## src/rtl/inact_consts.vh

```
// Constants for the inactivity detector: register indices, field layout, timing.
// Assumes inclusion by bare name from the design files of this block.
`ifndef INACT_CONSTS_VH
`define INACT_CONSTS_VH

// Printed offsets are register indices; byte address is four times the index
`define INACT_IDX_THR_HIGH 8'h3e
`define INACT_IDX_THR_LOW 8'h3f
`define INACT_IDX_TIME_HIGH 8'h40
`define INACT_IDX_TIME_MID 8'h41
`define INACT_IDX_TIME_LOW 8'h42
`define INACT_IDX_STATUS 8'h50
`define INACT_IDX_CTRL 8'h51

`define INACT_RESET_BYTE 8'h00
`define INACT_THR_HIGH_MASK 8'h07
`define INACT_THR_W 11
`define INACT_TIME_W 24
`define INACT_SAMPLE_W 12
`define INACT_SCALE_SHIFT 4
`define INACT_AXES 3

// Time step per count, in ns, and the clock period in ns
`define INACT_STEP_NS 500000
`define INACT_CLK_NS 100
// 500 us at a 100 ns clock, sized to the tick counter so no bits are dropped
`define INACT_STEP_CYCLES 13'd5000
`define INACT_TICK_W 13

`endif

```

## src/rtl/inact_axis_mag.v

```verilog
// Per-axis magnitude stage: absolute value and scaling of one signed sample.
// Assumes the sample is valid on the same clock; output is registered.
`timescale 1ns/1ps
`include "inact_consts.vh"

module inact_axis_mag (
    input wire pclk, // Clock
    input wire presetn, // Async reset, active low
    input wire [`INACT_SAMPLE_W-1:0] sample, // Signed sample
    input wire [`INACT_THR_W-1:0] limit, // Threshold in codes
    output reg below // Magnitude below threshold
);
    wire [`INACT_SAMPLE_W-1:0] mag;
    wire [`INACT_SAMPLE_W+`INACT_SCALE_SHIFT-1:0] scaled;
    wire [`INACT_SAMPLE_W+`INACT_SCALE_SHIFT-1:0] limit_ext;

    // Most negative code has magnitude 2048, which fits as unsigned 12 bits
    assign mag = sample[`INACT_SAMPLE_W-1] ? (~sample + 12'h001) : sample;
    assign scaled = {mag, 4'h0};
    // Threshold kept in raw codes, no unit conversion
    assign limit_ext = {5'h00, limit};

    always @(posedge pclk or negedge presetn) begin
        if (!presetn) begin
            below <= 1'b0;
        end else begin
            below <= (scaled < limit_ext);
        end
    end
endmodule

```

## src/rtl/inact_detector.v

```verilog
// Inactivity detector: APB register slave, per-axis compare, sustained timer.
// Assumes samples arrive from logic on pclk with a one-cycle valid strobe.
`timescale 1ns/1ps
`include "inact_consts.vh"

module inact_detector #(
    parameter [`INACT_TICK_W-1:0] STEP_CYCLES = `INACT_STEP_CYCLES // Cycles per time count
) (
    input wire pclk, // APB clock, 10 MHz
    input wire presetn, // Async reset, active low
    input wire psel, // APB select
    input wire penable, // APB enable
    input wire pwrite, // APB direction
    input wire [11:0] paddr, // APB byte address
    input wire [31:0] pwdata, // APB write data
    output wire pready, // APB ready
    output reg [31:0] prdata, // APB read data
    output wire pslverr, // APB error
    input wire sample_valid, // Sample set strobe
    input wire [`INACT_SAMPLE_W-1:0] sample_x, // X axis sample
    input wire [`INACT_SAMPLE_W-1:0] sample_y, // Y axis sample
    input wire [`INACT_SAMPLE_W-1:0] sample_z, // Z axis sample
    output reg still_event, // Inactivity event pulse
    output reg still_state // Inactivity level
);
    reg [7:0] thr_high;
    reg [7:0] thr_low;
    reg [7:0] time_high;
    reg [7:0] time_mid;
    reg [7:0] time_low;
    reg enable;
    reg event_flag;
    reg [`INACT_TICK_W-1:0] tick_cnt;
    reg [`INACT_TIME_W-1:0] quiet_cnt;
    reg valid_d;
    reg [31:0] next_rdata;
    reg addr_ok;

    wire [`INACT_THR_W-1:0] still_level_limit;
    wire [`INACT_TIME_W-1:0] still_duration_required;
    wire [`INACT_AXES-1:0] axis_below;
    wire [`INACT_AXES*`INACT_SAMPLE_W-1:0] samples;
    wire all_below;
    wire wr_en;
    wire rd_en;
    wire [9:0] idx;
    wire step;
    wire reached;

    assign still_level_limit = {thr_high[2:0], thr_low};
    assign still_duration_required = {time_high, time_mid, time_low};

    // APB: zero wait states, unmapped or misaligned accesses answer with pslverr
    assign pready = 1'b1;
    assign idx = paddr[11:2];
    assign wr_en = psel && penable && pwrite && addr_ok;
    assign rd_en = psel && !pwrite;
    assign pslverr = psel && penable && !addr_ok;

    always @* begin
        addr_ok = (paddr[1:0] == 2'b00);
        next_rdata = 32'h0000_0000;
        case (idx)
            {2'b00, `INACT_IDX_THR_HIGH}: next_rdata[7:0] = thr_high & `INACT_THR_HIGH_MASK;
            {2'b00, `INACT_IDX_THR_LOW}: next_rdata[7:0] = thr_low;
            {2'b00, `INACT_IDX_TIME_HIGH}: next_rdata[7:0] = time_high;
            {2'b00, `INACT_IDX_TIME_MID}: next_rdata[7:0] = time_mid;
            {2'b00, `INACT_IDX_TIME_LOW}: next_rdata[7:0] = time_low;
            {2'b00, `INACT_IDX_STATUS}: next_rdata[1:0] = {still_state, event_flag};
            {2'b00, `INACT_IDX_CTRL}: next_rdata[0] = enable;
            default: addr_ok = 1'b0;
        endcase
    end

    always @(posedge pclk or negedge presetn) begin
        if (!presetn) begin
            thr_high <= `INACT_RESET_BYTE;
            thr_low <= `INACT_RESET_BYTE;
            time_high <= `INACT_RESET_BYTE;
            time_mid <= `INACT_RESET_BYTE;
            time_low <= `INACT_RESET_BYTE;
            enable <= 1'b0;
        end else if (wr_en) begin
            case (idx)
                {2'b00, `INACT_IDX_THR_HIGH}: thr_high <= pwdata[7:0] & `INACT_THR_HIGH_MASK;
                {2'b00, `INACT_IDX_THR_LOW}: thr_low <= pwdata[7:0];
                {2'b00, `INACT_IDX_TIME_HIGH}: time_high <= pwdata[7:0];
                {2'b00, `INACT_IDX_TIME_MID}: time_mid <= pwdata[7:0];
                {2'b00, `INACT_IDX_TIME_LOW}: time_low <= pwdata[7:0];
                {2'b00, `INACT_IDX_CTRL}: enable <= pwdata[0];
                default: enable <= enable;
            endcase
        end
    end

    // Read data registered in the setup cycle so it is stable in the access phase
    always @(posedge pclk or negedge presetn) begin
        if (!presetn) begin
            prdata <= 32'h0000_0000;
        end else if (rd_en && !penable) begin
            prdata <= next_rdata;
        end
    end

    assign samples = {sample_z, sample_y, sample_x};

    genvar g;
    generate
        for (g = 0; g < `INACT_AXES; g = g + 1) begin : axis
            inact_axis_mag u_mag (
                .pclk(pclk),
                .presetn(presetn),
                .sample(samples[g*`INACT_SAMPLE_W +: `INACT_SAMPLE_W]),
                .limit(still_level_limit),
                .below(axis_below[g])
            );
        end
    endgenerate

    always @(posedge pclk or negedge presetn) begin
        if (!presetn) begin
            valid_d <= 1'b0;
        end else begin
            valid_d <= sample_valid;
        end
    end

    assign all_below = &axis_below;

    // Time base: one step every 500 us, free-running while quiet
    always @(posedge pclk or negedge presetn) begin
        if (!presetn) begin
            tick_cnt <= {`INACT_TICK_W{1'b0}};
        end else if (!enable || (valid_d && !all_below)) begin
            tick_cnt <= {`INACT_TICK_W{1'b0}};
        end else if (tick_cnt == STEP_CYCLES - 1'b1) begin
            tick_cnt <= {`INACT_TICK_W{1'b0}};
        end else begin
            tick_cnt <= tick_cnt + 1'b1;
        end
    end

    assign step = (tick_cnt == STEP_CYCLES - 1'b1);
    assign reached = (quiet_cnt >= still_duration_required);

    // Quiet time counter; a zero duration fires on the first quiet sample
    always @(posedge pclk or negedge presetn) begin
        if (!presetn) begin
            quiet_cnt <= {`INACT_TIME_W{1'b0}};
        end else if (!enable || (valid_d && !all_below)) begin
            quiet_cnt <= {`INACT_TIME_W{1'b0}};
        end else if (step && !reached) begin
            quiet_cnt <= quiet_cnt + 1'b1;
        end
    end

    // Event pulse on entering the still state; flag is sticky, write 1 clears
    always @(posedge pclk or negedge presetn) begin
        if (!presetn) begin
            still_state <= 1'b0;
            still_event <= 1'b0;
            event_flag <= 1'b0;
        end else begin
            still_event <= 1'b0;
            if (!enable || (valid_d && !all_below)) begin
                still_state <= 1'b0;
            end else if (valid_d && all_below && reached && !still_state) begin
                still_state <= 1'b1;
                still_event <= 1'b1;
            end
            // Set wins over a simultaneous clear
            if (enable && valid_d && all_below && reached && !still_state) begin
                event_flag <= 1'b1;
            end else if (wr_en && idx == {2'b00, `INACT_IDX_STATUS} && pwdata[0]) begin
                event_flag <= 1'b0;
            end
        end
    end
endmodule

```

## config.mk

```make
export PLATFORM = sky130hd
export DESIGN_NAME = inact_detector
export DESIGN_NICKNAME = d
export VERILOG_FILES = /design/src/rtl/inact_axis_mag.v /design/src/rtl/inact_detector.v
export VERILOG_INCLUDE_DIRS = /design/src /design/src/rtl
export SDC_FILE = /design/constraint.sdc
export NUM_CORES = 1
export LEC_CHECK = 0
export ABC_AREA = 1
export BUFFER_PORTS_ARGS = -buffer_cell sky130_fd_sc_hd__buf_2
export CAP_MARGIN = 20
export CORE_UTILIZATION = 25
export CTS_CLUSTER_SIZE = 24
export DETAILED_ROUTE_END_ITERATION = 10
export PLACE_DENSITY = 0.41
export SLEW_MARGIN = 10
export SYNTH_ARGS = -nofsm -noshare
export SYNTH_HDL_FRONTEND = slang
export SYNTH_SLANG_ARGS = --single-unit
export TNS_END_PERCENT = 10
```

## constraint.sdc

```tcl
create_clock -name pclk -period 4.6 [get_ports pclk]
set_input_delay 0.46 -clock pclk [delete_from_list [all_inputs] [get_ports pclk]]
set_output_delay 0.46 -clock pclk [all_outputs]
set_load 0.05 [all_outputs]
```

# [Word-level counts from Yosys, hierarchy flattened]
# Index checks and enable logic that the tools add are counted.
[classes] n_eq_ne=8 n_lt_le_gt_ge=4 reduce_logical=37 addsub=5 bitwise_logic=3 n_mux=17
[op_table] op="== test 10 x 7 -> 1 bit, second input constant" n=5
[op_table] op="< comparator 16 x 11 -> 1 bit" n=3
[op_table] op="2-to-1 mux 24 bit" n=2
[op_table] op="adder 12 x 1 -> 12 bit, second input constant" n=3
[op_table] op="2-to-1 mux 12 bit" n=3
[op_table] op="inverter 12 bit" n=3
[op_table] op="one-hot mux 6 bit (5 select lines)" n=1
[op_table] op="2-to-1 mux 13 bit" n=2
[op_table] op="adder 24 x 1 -> 24 bit, second input constant" n=1
[op_table] op="greater-or-equal comparator 24 bit" n=1
[op_table] op="== test 10 x 6 -> 1 bit, second input constant" n=2
[op_table] op="logical AND 1 bit" n=17
[op_table] op="adder 13 x 1 -> 13 bit, second input constant" n=1
[op_table] op="== test 13 bit, second input constant" n=1
[op_table] op="AND reduction 2 bit" n=6
[op_table] op="zero test 1 bit" n=7
[op_table] op="2-to-1 mux 1 bit" n=7
[op_table] op="one-hot mux 1 bit (7 select lines)" n=1
[op_table] op="OR reduction 7 bit" n=1
[op_table] op="one-hot mux 1 bit (6 select lines)" n=1
[op_table] op="nonzero test 2 bit" n=3
[op_table] op="AND reduction 3 bit" n=1
[op_table] op="zero test 2 bit" n=1
[op_table] op="logical OR 1 bit" n=1
[totals] wordCells=90 register_bits=88 output_inout_bits=36

# [Longest topological paths before layout]
[depth] word_depth=8 ltp_mapped=14 mapped_depth_nobuf=13

# [Cells and area by module]
# A second synthesis with hierarchy kept.
[unflattened] cells_unflattened=1095 hier_area_um2=7467.2
[modules_own_cells] mod="inact_detector" instances=1 area_each_um2=5886.9 cells_per_inst=813
[modules_own_cells] mod="inact_axis_mag" instances=3 area_each_um2=526.8 cells_per_inst=94

# [Worst setup path after synthesis]
# OpenSTA, ideal clock, no wires.
[synth_path] path_kind="input -> output" start="in paddr[9]" end="out pslverr" stages=9 path_buffers=1 slack_ns=2.114 arrival_ns=2.026 required_time_ns=4.140 cell_sequence="inv_2 -> nand2_2 -> nor2_4 -> nand3_1 -> nand2_1 -> nor2_1 -> a21oi_4 -> buf_6 -> nor2_1"
[synth_via] elab_chain_cells=5
[synth_lines] item="start, declared" line_no="inact_detector.v:14" source="input wire [11:0] paddr,"
[synth_lines] item="== test 10 x 7 -> 1 bit / == test 10 x 6 -> 1 bit (equally long branches)" line_no="inact_detector.v:63" source="case (idx)"
[synth_lines] item="OR reduction 7 bit (no source line) (*)"
[synth_lines] item="2-to-1 mux 1 bit (*)" line_no="inact_detector.v:63"
[synth_lines] item="zero test 1 bit (*)" line_no="inact_detector.v:58" source="assign pslverr = psel && penable && !addr_ok;"
[synth_lines] item="logical AND 1 bit (*)" line_no="inact_detector.v:58"
[synth_lines] item="end, declared" line_no="inact_detector.v:18" source="output wire pslverr,"
# Every way passes the cells marked *; elsewhere a longest branch is shown, timed or not.

# [Worst setup path after layout]
[layout_path] start="in paddr[1]" end="out pslverr"
[layout_via] elab_chain_cells=4
[layout_lines] item="zero test 2 bit" line_no="inact_detector.v:61" source="addr_ok = (paddr[1:0] == 2'b00);"
[layout_lines] item="2-to-1 mux 1 bit" line_no="inact_detector.v:63"
[layout_lines] item="zero test 1 bit" line_no="inact_detector.v:58"
[layout_lines] item="logical AND 1 bit" line_no="inact_detector.v:58"
# Every way passes these cells.

==> results.sh <==
export IMPL_status="finished clean"
export IMPL_gr_total_overflow=0
export IMPL_cts_buffers=9
export IMPL_coreArea_um2=27000
export IMPL_synth_largest_area_cell="dfrtp_1"
export IMPL_vias=6223
export IMPL_tightest_slew_ns=0.960
export IMPL_fin_crit_ns=2.76
export IMPL_critPathRequiredTime_ns=4.14
export IMPL_multi_input_area_um2=3940
export IMPL_grt_pass1_wl_um=32900
export IMPL_die_area_um2=28100
export IMPL_drv_slew=0
export IMPL_cp_start_kind="input pin"
export IMPL_finalHoldViolCount=0
export IMPL_routedWlPerCell_um=14.4
export IMPL_rsz0062_at_grt="false"
export IMPL_ys_async_sr_fraction_pct=100
export IMPL_die_x_um=168
export IMPL_rrSetupSlack_ns=1.98
export IMPL_drc_errors=0
export IMPL_setup_viol=0
export IMPL_io_pins=122
export IMPL_h_tree_depth=3
export IMPL_clk_path_buf_depth=2
export IMPL_worstPathArrival_ns=2.30
export IMPL_viasPerCell=4.49
export IMPL_synth_cell_types=41
export IMPL_p_int_w=0.00122
export IMPL_power_frac_seq_pct=45.1
export IMPL_yosysTopAreaCellShare_pct=32.1
export IMPL_regArea_um2=2200
export IMPL_fin_tns_setup_ns=0
export IMPL_first_pass_iters=5
export IMPL_syn_area_per_cell_um2=7.02
export IMPL_wl_um=19900
export IMPL_p_per_area_nw_per_um2=223
export IMPL_hp_class="input pin to asynchronous set/reset pin"
export IMPL_post_cts_buffers=0
export IMPL_cts_hold_buf=0
export IMPL_p_leak_nw=4.04
export IMPL_grt_usage_pct=15.0
export IMPL_fin_crit_sh_pct=60.0
export IMPL_synth_most_common_cell="nand2_1"
export IMPL_synth_ff_type="dfrtp_1"
export IMPL_drv_cap=0
export IMPL_clk_latency_ns=0.35
export IMPL_worst_setup_path_end_kind="output port"
export IMPL_power_frac_comb_pct=13.3
export IMPL_gp_congestion=0.804
export IMPL_cts_tree="done"
export IMPL_utilization_pct=28.9
export IMPL_diodes=0
export IMPL_rows=60
export IMPL_worst_setup_path_type="input pin to output port"
export IMPL_drtAntennaViolNets=0
export IMPL_total_power_w=0.00173
export IMPL_grt_pass1_vias=6024
export IMPL_placement_io_buffers=72
export IMPL_antenna_found_initial=0
export IMPL_initial_core_util_pct=25.4
export IMPL_nNetsFinal=1177
export IMPL_area_delta_synth_final_pct=13.6
export IMPL_clock_power_share_pct=41.6
export IMPL_cts_resized=0
export IMPL_synth_enable_flop_cells=0
export IMPL_grt_max_degree=60
export IMPL_syn_inst=976
export IMPL_ir_drop_v=0.000159
export IMPL_yosys_warnings=0
export IMPL_clk_pin_slew_ns=0.07
export IMPL_netlist_area_um2=6850
export IMPL_fill_cells=3008
export IMPL_synth_seq_area_share_pct=32.1
export IMPL_switching_power_w=0.000516
export IMPL_crit_fanout=29
export IMPL_p_sw_share_pct=29.8
export IMPL_synth_top_cells_by_count="nand2_1, inv_1, nor2_1"
export IMPL_worst_clock_skew_ns=0.00626
export IMPL_relSlewSlack_pct=35.8
export IMPL_cts_root_buf="clkbuf_16"
export IMPL_cts_sinks=88
export IMPL_drt_iter0_markers=341
export IMPL_drive_gt1_share_pct=11.7
export IMPL_ys_ff_latch=88
export IMPL_die_y_um=168
export IMPL_max_clock_freq_mhz=362
export IMPL_dp_hpwl_um=15000
export IMPL_synth_area_leaders="dfrtp_1, nand2_1, ha_1"
power groups by stage:
| stage | Clock (W) | Sequential (W) | Combinational (W) |
|---|---|---|---|
| 2_1_floorplan | 0 | 0.000805 | 0.000159 |
| 3_3_place_gp | 0 | 0.000797 | 0.000233 |
| 3_5_place_dp | 0 | 0.000797 | 0.000234 |
| 4_1_cts | 0.000751 | 0.000782 | 0.000235 |
| 5_1_grt | 0.000780 | 0.000782 | 0.000263 |
| 6_report | 0.000720 | 0.000782 | 0.000231 |
state kept, by name, indices dropped and copies added (netlist names), 3 cells and up:
signal,flops
quiet_cnt,24
tick_cnt,13
prdata,8
thr_low,8
time_high,8
time_low,8
time_mid,8
axis.u_mag.below,3
thr_high,3
final cells by class:
| class | instances | share of cell area, % |
|---|---|---|
| well taps | 341 | 5.48 |
| multi-input cells | 724 | 50.6 |
| clock buffers | 9 | 2.89 |
| flip-flops and latches | 88 | 28.3 |
| clock inverters | 7 | 0.707 |
| repair buffers | 79 | 5.38 |
| inverters | 139 | 6.70 |
metrics by stage:
step / setup WS, ns / instance area (um^2) / std cells / hold WS [ns]
finish: 1.84 / 7790 / 1387 / 0.194
global route: 1.59 / 7790 / 1387 / 0.195
floorplan: 2.11 / 6940 / 999 / 0.164
global placement: 1.81 / 7490 / 1370 / 0.454
detailed placement: 1.81 / 7490 / 1370 / 0.455
CTS: 1.77 / 7770 / 1386 / 0.197
critical path, cell delays in order:
cell	delay [ns]
buf_2	0.10
nor2_1	0.64
inv_1	0.17
a21oi_4	0.29
buf_4	0.35
nor2_1	0.07
buf_2	0.21
cells by family after synthesis:
group | synth area share [%]
AND/OR/NAND/NOR | 35.9
buffers and inverters | 12.0
flip-flops | 32.1
AO/OA/AOI/OAI | 6.54
adder cells (fa/ha/maj) | 9.13
XOR/XNOR | 4.22
other | 0.110
cell usage in the layout (no fill, tap or decap), types with 2 or more instances in the layout:
cell        synthesis  routed
nand2_1           270     270
inv_1             132     132
nor2_1             96      96
dfrtp_1            88      88
nand4_1            73      73
buf_2               3      71
nand3_1            64      64
ha_1               50      50
conb_1              2      25
xor2_1             24      24
o21ai_0            23      23
a21oi_1            20      19
o22ai_1            13      13
nor3_1             10      10
xnor2_1             9       9
clkbuf_16           0       9
buf_4              25       7
nor3b_1             6       6
inv_2               4       4
nor2_2              4       4
nand4_2             4       4
nand2_2             3       3
nor2_4              3       3
a21o_1              3       3
o211ai_1            3       3
a21boi_0            3       3
clkinv_1            3       3
a21oi_4             1       2
nand2_4             2       2
nand3_2             2       2
o21bai_1            2       2
o21a_1              2       2
a2bb2oi_1           2       2
clkinv_4            0       2
clkinvlp_4          0       2
inv_6               0       2
worst paths after layout:
kind                                    start  depth (start not counted)            end
worst max-delay path                 paddr[1]                          7        pslverr
worst min-delay path                  presetn                          1    tick_cnt[1]
worst max register to register  quiet_cnt[17]                         10  quiet_cnt[20]
worst min register to register    tick_cnt[0]                          1    tick_cnt[0]
max in group asynchronous             presetn                          2    thr_high[0]
min in group pclk                sample_valid                          1        valid_d
metal layers:
metal  vias up  share of wire (%)  global-route usage (%)
met2       118                 45                    23.8
li1       3260                  -                       -
met1      2832                 50                    21.1
met5         -                  0                       0
met3        13                3.9                    2.65
met4         0                1.1                    3.51
No activity file was read; power rests on OpenSTA's default activity.
